**config.mk**
```make
export PLATFORM = sky130hd
export DESIGN_NAME = dram_refresh_access_ctrl
export DESIGN_NICKNAME = d
export VERILOG_FILES = /design/src/hdl/dram_refresh_pkg.sv /design/src/hdl/dram_refresh_access_ctrl.sv
export VERILOG_INCLUDE_DIRS = /design/src /design/src/hdl
export SDC_FILE = /design/constraint.sdc
export NUM_CORES = 1
export LEC_CHECK = 0
export BUFFER_PORTS_ARGS = -buffer_cell sky130_fd_sc_hd__buf_2
export CORE_AREA = 2 2 100 102
export CTS_CLUSTER_SIZE = 20
export DETAILED_ROUTE_END_ITERATION = 8
export DIE_AREA = 0 0 102 104
export GPL_ROUTABILITY_DRIVEN = 0
export GPL_TIMING_DRIVEN = 1
export HOLD_SLACK_MARGIN = 0.05
export PLACE_DENSITY = 0.78
export SLEW_MARGIN = 40
export SYNTH_ARGS = -nofsm -noshare
export SYNTH_HDL_FRONTEND = slang
export SYNTH_SLANG_ARGS = --single-unit
```
**constraint.sdc**
```tcl
create_clock -name ref_clk_i -period 2.95 [get_ports ref_clk_i]
set_input_delay 0.295 -clock ref_clk_i [delete_from_list [all_inputs] [get_ports ref_clk_i]]
set_output_delay 0.295 -clock ref_clk_i [all_outputs]
set_load 0.01 [all_outputs]
```
**src/hdl/dram_refresh_params.svh**
```systemverilog
// Timing counts, register offsets and field positions of the DRAM controller
`ifndef DRAM_REFRESH_PARAMS_SVH
`define DRAM_REFRESH_PARAMS_SVH
`define CLK_PERIOD_NS 10
`define ROW_HOLD_NS 30
`define COL_SETUP_NS 8
`define ROW_HOLD_CYC ((`ROW_HOLD_NS + `CLK_PERIOD_NS - 1) / `CLK_PERIOD_NS)
`define COL_SETUP_CYC ((`COL_SETUP_NS + `CLK_PERIOD_NS - 1) / `CLK_PERIOD_NS)
`define FORCE_LEAD_EDGES 2
`define FORCE_LOW_PERIODS 2
`define CTRL_OFS 4'h0
`define STAT_OFS 4'h4
`define CTRL_HIDDEN_BIT 0
`define CTRL_FORCE_BIT 1
`define CTRL_RESET 2'h3
`define STAT_REQ_BIT 16
`define STAT_DONE_BIT 17
`define STAT_FDONE_BIT 18
`define STAT_STATE_LSB 20
`endif

```
**src/hdl/dram_refresh_pkg.sv**
```systemverilog
// Types shared by the DRAM refresh and access controller
`default_nettype none
package dram_refresh_pkg;
    typedef enum logic [2:0] {
        S_IDLE = 3'h0,
        S_ROW = 3'h1,
        S_COL = 3'h3,
        S_CAS = 3'h2,
        S_HID = 3'h6,
        S_FWAIT = 3'h7,
        S_FRAS = 3'h5,
        S_FEND = 3'h4
    } ctl_state_type;
    typedef struct packed {
        logic [1:0] bank;
        logic [8:0] row;
        logic [8:0] col;
    } access_addr_type;
    typedef struct packed {
        logic [3:0] ras_n;
        logic cas_n;
        logic [8:0] addr;
    } dram_drive_type;
endpackage
`default_nettype wire

```
**src/hdl/dram_refresh_access_ctrl.sv**
```systemverilog
// DRAM controller with auto access, hidden and forced refresh
`include "dram_refresh_params.svh"
`default_nettype none
// Summary of operation
// - Row and column latches and refresh row counter are nine bits each.
// - Falling row strobe input with select low starts access; strobes follow internally.
// - A deselected cycle inside a slot performs one hidden refresh, ending promptly.
// - Slot opens on refresh clock high; deselect then puts counter on address.
// - Hidden refresh: all row strobes follow input; counter steps on input rise.
// - At most one hidden refresh per refresh clock period.
// - No refresh in high phase: request goes low right after clock falls.
// - Second strobe clock falling edge after mode low: all row strobes low two periods.
// - At most one forced refresh per refresh clock period, about four periods.
// - Row address hold at least 30 ns, column setup at least 8 ns.
module dram_refresh_access_ctrl #(
    parameter int ADDR_W = 9
) (
    input wire logic ref_clk_i,
    input wire logic rstn_i,
    input wire logic ce_i,
    input wire logic row_strobe_in_n_i,
    input wire logic select_n_i,
    input wire logic refresh_period_clock_i,
    input wire logic strobe_gen_clock_i,
    input wire logic refresh_mode_ctl_n_i,
    input wire dram_refresh_pkg::access_addr_type addr_i,
    output dram_refresh_pkg::dram_drive_type drive_o,
    output logic refresh_request_n_o,
    input wire logic [3:0] avs_address_i,
    input wire logic avs_read_i,
    input wire logic avs_write_i,
    input wire logic [31:0] avs_writedata_i,
    output logic [31:0] avs_readdata_o,
    output logic avs_waitrequest_o
);
    localparam logic [2:0] ROW_LAST = 3'(`ROW_HOLD_CYC - 1);
    localparam logic [2:0] COL_LAST = 3'(`COL_SETUP_CYC - 1);
    localparam logic [2:0] LEAD_LAST = 3'(`FORCE_LEAD_EDGES - 1);
    localparam logic [2:0] LOW_LAST = 3'(`FORCE_LOW_PERIODS - 1);

    // ------------------------------------------------------------
    // Input synchronisers
    // ------------------------------------------------------------
    // Row strobe goes through the same two stages as select so that
    // the lead of select over the strobe survives the crossing.
    logic [2:0] meta_ff;
    logic [2:0] sync_ff;
    logic refresh_period_clock_s;
    logic sel_s;
    logic rs_s;
    logic refresh_period_clock_q_ff;
    logic rs_q_ff;
    logic strobe_gen_clock_q_ff;
    logic refresh_period_clock_rise;
    logic refresh_period_clock_fall;
    logic rs_fall;
    logic rs_rise;
    logic strobe_gen_clock_fall;

    always_ff @(posedge ref_clk_i or negedge rstn_i)
    begin
        if (!rstn_i)
        begin
            meta_ff <= 3'h7;
            sync_ff <= 3'h7;
        end
        else if (ce_i)
        begin
            meta_ff <= {refresh_period_clock_i, select_n_i,
                        row_strobe_in_n_i};
            sync_ff <= meta_ff;
        end
    end

    assign refresh_period_clock_s = sync_ff[2];
    assign sel_s = sync_ff[1];
    assign rs_s = sync_ff[0];

    always_ff @(posedge ref_clk_i or negedge rstn_i)
    begin
        if (!rstn_i)
        begin
            refresh_period_clock_q_ff <= 1'b1;
            rs_q_ff <= 1'b1;
            strobe_gen_clock_q_ff <= 1'b0;
        end
        else if (ce_i)
        begin
            refresh_period_clock_q_ff <= refresh_period_clock_s;
            rs_q_ff <= rs_s;
            strobe_gen_clock_q_ff <= strobe_gen_clock_i;
        end
    end

    assign refresh_period_clock_rise = refresh_period_clock_s && !refresh_period_clock_q_ff;
    assign refresh_period_clock_fall = !refresh_period_clock_s && refresh_period_clock_q_ff;
    assign rs_fall = !rs_s && rs_q_ff;
    assign rs_rise = rs_s && !rs_q_ff;
    assign strobe_gen_clock_fall = !strobe_gen_clock_i && strobe_gen_clock_q_ff;

    // ------------------------------------------------------------
    // Register file
    // ------------------------------------------------------------
    logic [1:0] ctrl_ff;
    logic ack_ff;
    logic [31:0] rdata_ff;
    logic [ADDR_W-1:0] cnt_ff;
    logic done_ff;
    logic fdone_ff;
    logic req_n_ff;
    dram_refresh_pkg::ctl_state_type state_ff;
    dram_refresh_pkg::ctl_state_type nxt_state;
    logic bus_req;

    assign bus_req = avs_read_i || avs_write_i;
    assign avs_waitrequest_o = bus_req && !ack_ff;
    assign avs_readdata_o = rdata_ff;

    function automatic logic [31:0] read_word(input logic [3:0] a);
        logic [31:0] w;
        w = 32'h0000_0000;
        if (a == `CTRL_OFS)
            w[1:0] = ctrl_ff;
        else if (a == `STAT_OFS)
        begin
            w[ADDR_W-1:0] = cnt_ff;
            w[`STAT_REQ_BIT] = !req_n_ff;
            w[`STAT_DONE_BIT] = done_ff;
            w[`STAT_FDONE_BIT] = fdone_ff;
            w[`STAT_STATE_LSB+:3] = state_ff;
        end
        return w;
    endfunction

    always_ff @(posedge ref_clk_i or negedge rstn_i)
    begin
        if (!rstn_i)
        begin
            ack_ff <= 1'b0;
            rdata_ff <= 32'h0000_0000;
        end
        else if (ce_i)
        begin
            ack_ff <= bus_req && !ack_ff;
            if (avs_read_i && !ack_ff)
                rdata_ff <= read_word(avs_address_i);
        end
    end

    always_ff @(posedge ref_clk_i or negedge rstn_i)
    begin
        if (!rstn_i)
            ctrl_ff <= `CTRL_RESET;
        else if (ce_i && avs_write_i && ack_ff && avs_address_i == `CTRL_OFS)
            ctrl_ff <= avs_writedata_i[1:0];
    end

    // ------------------------------------------------------------
    // Access and refresh sequencer
    // ------------------------------------------------------------
    logic [2:0] tcnt_ff;
    logic [2:0] ecnt_ff;
    dram_refresh_pkg::access_addr_type lat_ff;
    dram_refresh_pkg::dram_drive_type nxt_drive;
    dram_refresh_pkg::access_addr_type acc_addr;
    logic slot_hidden;
    logic go_force;
    logic go_access;
    logic cnt_inc;

    assign slot_hidden = refresh_period_clock_s && sel_s && !done_ff &&
                         ctrl_ff[`CTRL_HIDDEN_BIT];
    assign go_force = !refresh_mode_ctl_n_i && !fdone_ff &&
                      ctrl_ff[`CTRL_FORCE_BIT];
    assign go_access = rs_fall && !sel_s && refresh_mode_ctl_n_i;
    // The first row cycle comes from the pins, because the latch only
    // takes the address at that same edge; otherwise the previously latched bank would flash.
    assign acc_addr = (state_ff == dram_refresh_pkg::S_IDLE) ? addr_i :
                      lat_ff;

    always_comb
    begin
        nxt_state = state_ff;
        case (state_ff)
            dram_refresh_pkg::S_IDLE:
                if (go_force)
                    nxt_state = dram_refresh_pkg::S_FWAIT;
                else if (rs_fall && slot_hidden)
                    nxt_state = dram_refresh_pkg::S_HID;
                else if (go_access)
                    nxt_state = dram_refresh_pkg::S_ROW;
            dram_refresh_pkg::S_ROW:
                if (rs_s)
                    nxt_state = dram_refresh_pkg::S_IDLE;
                else if (tcnt_ff == ROW_LAST)
                    nxt_state = dram_refresh_pkg::S_COL;
            dram_refresh_pkg::S_COL:
                if (rs_s)
                    nxt_state = dram_refresh_pkg::S_IDLE;
                else if (tcnt_ff == COL_LAST)
                    nxt_state = dram_refresh_pkg::S_CAS;
            dram_refresh_pkg::S_CAS:
                if (rs_s)
                    nxt_state = dram_refresh_pkg::S_IDLE;
            dram_refresh_pkg::S_HID:
                if (rs_s)
                    nxt_state = dram_refresh_pkg::S_IDLE;
            dram_refresh_pkg::S_FWAIT:
                if (strobe_gen_clock_fall && ecnt_ff == LEAD_LAST)
                    nxt_state = dram_refresh_pkg::S_FRAS;
            dram_refresh_pkg::S_FRAS:
                if (strobe_gen_clock_fall && ecnt_ff == LOW_LAST)
                    nxt_state = dram_refresh_pkg::S_FEND;
            dram_refresh_pkg::S_FEND:
                if (refresh_mode_ctl_n_i)
                    nxt_state = dram_refresh_pkg::S_IDLE;
            default:
                nxt_state = dram_refresh_pkg::S_IDLE;
        endcase
    end

    always_ff @(posedge ref_clk_i or negedge rstn_i)
    begin
        if (!rstn_i)
            state_ff <= dram_refresh_pkg::S_IDLE;
        else if (ce_i)
            state_ff <= nxt_state;
    end

    always_ff @(posedge ref_clk_i or negedge rstn_i)
    begin
        if (!rstn_i)
        begin
            tcnt_ff <= 3'h0;
            ecnt_ff <= 3'h0;
        end
        else if (ce_i)
        begin
            if (nxt_state != state_ff)
            begin
                tcnt_ff <= 3'h0;
                ecnt_ff <= 3'h0;
            end
            else
            begin
                tcnt_ff <= tcnt_ff + 3'h1;
                if (strobe_gen_clock_fall)
                    ecnt_ff <= ecnt_ff + 3'h1;
            end
        end
    end

    // Address is taken from the pins when the delayed strobe falls, so
    // the host keeps it stable for the two synchroniser cycles.
    always_ff @(posedge ref_clk_i or negedge rstn_i)
    begin
        if (!rstn_i)
            lat_ff <= '0;
        else if (ce_i && state_ff == dram_refresh_pkg::S_IDLE && go_access)
            lat_ff <= addr_i;
    end

    // ------------------------------------------------------------
    // Refresh bookkeeping
    // ------------------------------------------------------------
    assign cnt_inc = (state_ff == dram_refresh_pkg::S_HID && rs_s) ||
                     (state_ff == dram_refresh_pkg::S_FRAS &&
                      nxt_state == dram_refresh_pkg::S_FEND);

    always_ff @(posedge ref_clk_i or negedge rstn_i)
    begin
        if (!rstn_i)
            cnt_ff <= '0;
        else if (ce_i && cnt_inc)
            cnt_ff <= cnt_ff + 1'b1;
    end

    // Setting a flag wins over the slot-start clear of the same cycle.
    always_ff @(posedge ref_clk_i or negedge rstn_i)
    begin
        if (!rstn_i)
            done_ff <= 1'b0;
        else if (ce_i)
        begin
            if (cnt_inc)
                done_ff <= 1'b1;
            else if (refresh_period_clock_rise)
                done_ff <= 1'b0;
        end
    end

    always_ff @(posedge ref_clk_i or negedge rstn_i)
    begin
        if (!rstn_i)
            fdone_ff <= 1'b0;
        else if (ce_i)
        begin
            if (state_ff == dram_refresh_pkg::S_FRAS)
                fdone_ff <= 1'b1;
            else if (refresh_period_clock_rise)
                fdone_ff <= 1'b0;
        end
    end

    always_ff @(posedge ref_clk_i or negedge rstn_i)
    begin
        if (!rstn_i)
            req_n_ff <= 1'b1;
        else if (ce_i)
        begin
            if (refresh_period_clock_fall && !done_ff)
                req_n_ff <= 1'b0;
            else if (state_ff == dram_refresh_pkg::S_FRAS)
                req_n_ff <= 1'b1;
        end
    end

    assign refresh_request_n_o = req_n_ff;

    // ------------------------------------------------------------
    // DRAM strobes and address
    // ------------------------------------------------------------
    always_comb
    begin
        nxt_drive.ras_n = 4'hf;
        nxt_drive.cas_n = 1'b1;
        nxt_drive.addr = cnt_ff;
        case (nxt_state)
            dram_refresh_pkg::S_ROW:
            begin
                nxt_drive.ras_n[acc_addr.bank] = 1'b0;
                nxt_drive.addr = acc_addr.row;
            end
            dram_refresh_pkg::S_COL:
            begin
                nxt_drive.ras_n[lat_ff.bank] = 1'b0;
                nxt_drive.addr = lat_ff.col;
            end
            dram_refresh_pkg::S_CAS:
            begin
                nxt_drive.ras_n[lat_ff.bank] = 1'b0;
                nxt_drive.cas_n = 1'b0;
                nxt_drive.addr = lat_ff.col;
            end
            dram_refresh_pkg::S_HID:
                nxt_drive.ras_n = {4{rs_s}};
            dram_refresh_pkg::S_FRAS:
                nxt_drive.ras_n = 4'h0;
            dram_refresh_pkg::S_IDLE:
                if (!slot_hidden)
                    nxt_drive.addr = addr_i.row;
            default:
                nxt_drive.addr = cnt_ff;
        endcase
    end

    always_ff @(posedge ref_clk_i or negedge rstn_i)
    begin
        if (!rstn_i)
            drive_o <= {4'hf, 1'b1, 9'h000};
        else if (ce_i)
            drive_o <= nxt_drive;
    end
endmodule
`default_nettype wire

```
==> impl_metrics.yaml <==
global_route:
  grt_overflow: 0
  grt_pass1_wl_um: 15400
  grt_max_degree: 83
  antenna_found_initial: 0
  grt_pass1_vias: 3087
  grt_usage: 0.183
synth:
  synth-compound-area-share: 0.188
  yosys.area_share.xor_xnor: 0.0168
  synth_cells: 367
  yosysUniqueCellTypes: 65
  synth_ff_type: "dfrtp_1"
  synth-edff-count: 0
  synthSimpleGateAreaFrac: 0.121
  synthAdderAreaFrac: 0.0180
  async_reset_ff_frac: 1.00
  muxShareOfSynthArea: 0.0961
  synth.ff_latch_count: 82
  synth.avg_cell_area_um2: 11.4
  ys_warn_count: 0
  synth_area_mm2: 0.00417
  synth_top_family_by_area: "compound AO/OA/AOI/OAI gates"
  synth.yosys.seq_area_share: 0.497
critical_path:
  worstPathMaxFanout: 13
  crit_required_ns: 3.22
  critical-path-max-stage-delay_ns: 0.58
  worstPathArrival_ns: 2.92
  r2r_slack_ns: 0.31
  cp_top_family: "compound AO/OA/AOI/OAI gates"
  cp_num_cells: 7
  path_cells: "inv_1, ha_1, nor4bb_1, o21ai_0, o21ai_2, a221oi_1, o32a_1"
  endpoint_kind: "flop"
  rr_startpoint: "ecnt_ff[1]"
  crit_buf_inv: 1
  r2r_end: "drive_o[13]"
  cp-start-kind: "flop"
  rr_worst_depth: 7
  setup.worst_path.class: "flop to flop"
  slowest_stage: "nor4bb_1"
sta:
  fin_tns_setup_ns: 0
  rsz0062_at_grt: "false"
  finalHoldViolCount: 0
  setup_viol: 0
  max-slew-margin-rel: 0.510
  min_period_ns: 2.64
  clock-skew-final_ns: 0.0175
  drv_slew: 0
  finalCritPeriodShare: 0.896
  worst_pin_slew_ns: 0.736
  fmax_mhz: 378
routing:
  drt_wl_total_um: 9330
  drc: 0
  routedWlPerCell_um: 16.4
  drt_pass1_iterations: 4
  routed_via_density: 5.43
  dr.first_iter.drc_count: 234
  antenna_left: 0
  vias: 3087
floorplanning:
  ios: 114
  coreArea_mm2: 0.00955
  die-width_um: 102
  dieHeight_um: 104
  initial_core_util: 0.436
  num_rows: 36
  dieArea_mm2: 0.0106
clocking:
  cts.sink_count: 82
  cts_setup_buffers: 0
  clkTransAtPathRegs_ns: 0.10
  clock_path_buffers: 2
  insertion_delay_ns: 0.36
  cts_tree: "done"
  root_buffer: "clkbuf_8"
  htree_levels: 3
  cts_resized: 0
  cts_made_buffers: 9
power:
  ir_worst_vdd_mv: 0.365
  p_leak_nw: 2.19
  p_total_mw: 4.43
  p_per_area_mw_per_mm2: 924
run:
  drv_cap: 0
worst_hold_path:
  min_from: "addr_i[4]"
  hp-class: "input port to flop"
  hold_depth: 2
  hold_end: "lat_ff[4]"
finish:
  nFillCells: 884
  diodes: 0
  final_cell_mix: "dfrtp_1 (66), buf_2 (65), mux2_2 (32)"
  drive_above_1_share: 0.352
  multi_input_area_mm2: 0.00190
  layout_commonest_cell: "dfrtp_1"
  area_growth_pct: 15.1
  layout.nets: 502
  register_area_mm2: 0.00207
placement:
  dp_hpwl_um: 6510
  portBuffers: 66
run_status:
  outcome: "finished clean"
state kept, by name, indices dropped and copies added, names as in the netlist:
| name | count |
|---|---|
| lat_ff | 20 |
| avs_readdata_o | 15 |
| drive_o | 14 |
| cnt_ff | 9 |
| ecnt_ff | 3 |
| meta_ff | 3 |
| state_ff | 3 |
| sync_ff | 3 |
| tcnt_ff | 3 |
| ctrl_ff | 2 |
| ack_ff | 1 |
| done_ff | 1 |
| fdone_ff | 1 |
| refresh_period_clock_q_ff | 1 |
| refresh_request_n_o | 1 |
| rs_q_ff | 1 |
| strobe_gen_clock_q_ff | 1 |
logic make-up after synthesis:
| kind of cell | Yosys count |
|---|---|
| compound gates | 107 |
| xor+xnor | 8 |
| fa+ha+maj | 6 |
| buf+inv | 47 |
| flops | 82 |
| mux | 36 |
| other cells | 1 |
| simple gates | 80 |
cells in the mapped netlist (3+ instances only):
cell,count,share of area
a21oi_1,20,0.024
a22o_1,11,0.023
a2bb2oi_1,3,0.0063
and3_1,3,0.0045
buf_2,5,0.0060
buf_4,18,0.032
clkbuf_1,10,0.0090
dfrtp_1,66,0.40
dfstp_2,16,0.10
ha_1,6,0.018
inv_1,11,0.0099
mux2_2,32,0.086
mux2i_1,4,0.0096
nand2_1,15,0.014
nand2b_1,3,0.0045
nand3b_1,12,0.022
nand4_1,8,0.012
nor2_1,13,0.012
nor2b_1,4,0.0060
nor3_1,3,0.0036
o21a_1,10,0.018
o21ai_0,22,0.026
o221ai_1,9,0.019
o22a_1,3,0.0063
o22ai_1,5,0.0075
xnor2_1,7,0.015
per-layer routing:
layer,vias to the layer above,wire (um),track usage
met2,97,4320,0.281
met4,0,172,0.0695
li1,1457,-,-
met5,-,0,0
met1,1516,4290,0.258
met3,17,541,0.0323
worst max-delay path by stage:
| stage | from | to |
|---|---|---|
| 2_1_floorplan | ecnt_ff[1] | cnt_ff[1] |
| 3_3_place_gp | ecnt_ff[1] | drive_o[13] |
| 3_5_place_dp | ecnt_ff[1] | drive_o[13] |
| 4_1_cts | ecnt_ff[1] | drive_o[13] |
| 5_1_grt | ecnt_ff[1] | drive_o[0] |
| 6_report | ecnt_ff[1] | drive_o[13] |
worst reg2reg max path: cells and delay by family (launching register included):
kind,cells,cell delay [ns]
buf+inv,1,0.08
fa+ha+maj,1,0.14
flops,1,0.41
simple gates,1,0.58
compound gates,4,1.36
through the flow:
step	cells	setup WS, ns	area (um^2)	hold WS (ns)	util
after floorplan	383	0.817	4230	-0.000591	-
after global placement	551	0.416	4550	0.457	0.476
after detailed placement	551	0.369	4550	0.390	0.477
after CTS	568	0.345	4790	0.155	0.502
after global routing	568	0.157	4800	0.158	0.502
final	568	0.307	4800	0.163	0.502
power by group:
group          switching (mW)  leakage, nW  internal (mW)
sequential              0.318         1.04           1.50
combinational           0.892         1.03          0.783
clock                   0.432        0.118          0.511
total                    1.64         2.19           2.79
layout make-up:
| cell class | instances | area share |
|---|---|---|
| clock buffers | 10 | 0.0287 |
| clock inverters | 6 | 0.0198 |
| inverters | 11 | 0.00861 |
| multi-input cells | 254 | 0.396 |
| flip-flops and latches | 82 | 0.432 |
| well taps | 133 | 0.0347 |
| repair buffers | 72 | 0.0801 |
what timing repair did:
item / CTS / global route
endpoints found under the hold margin: 66 / 0
endpoints found under the setup margin: 0 / 0
hold buffers: 1 / 0
Note: power is estimated with default switching activity, not from simulation.
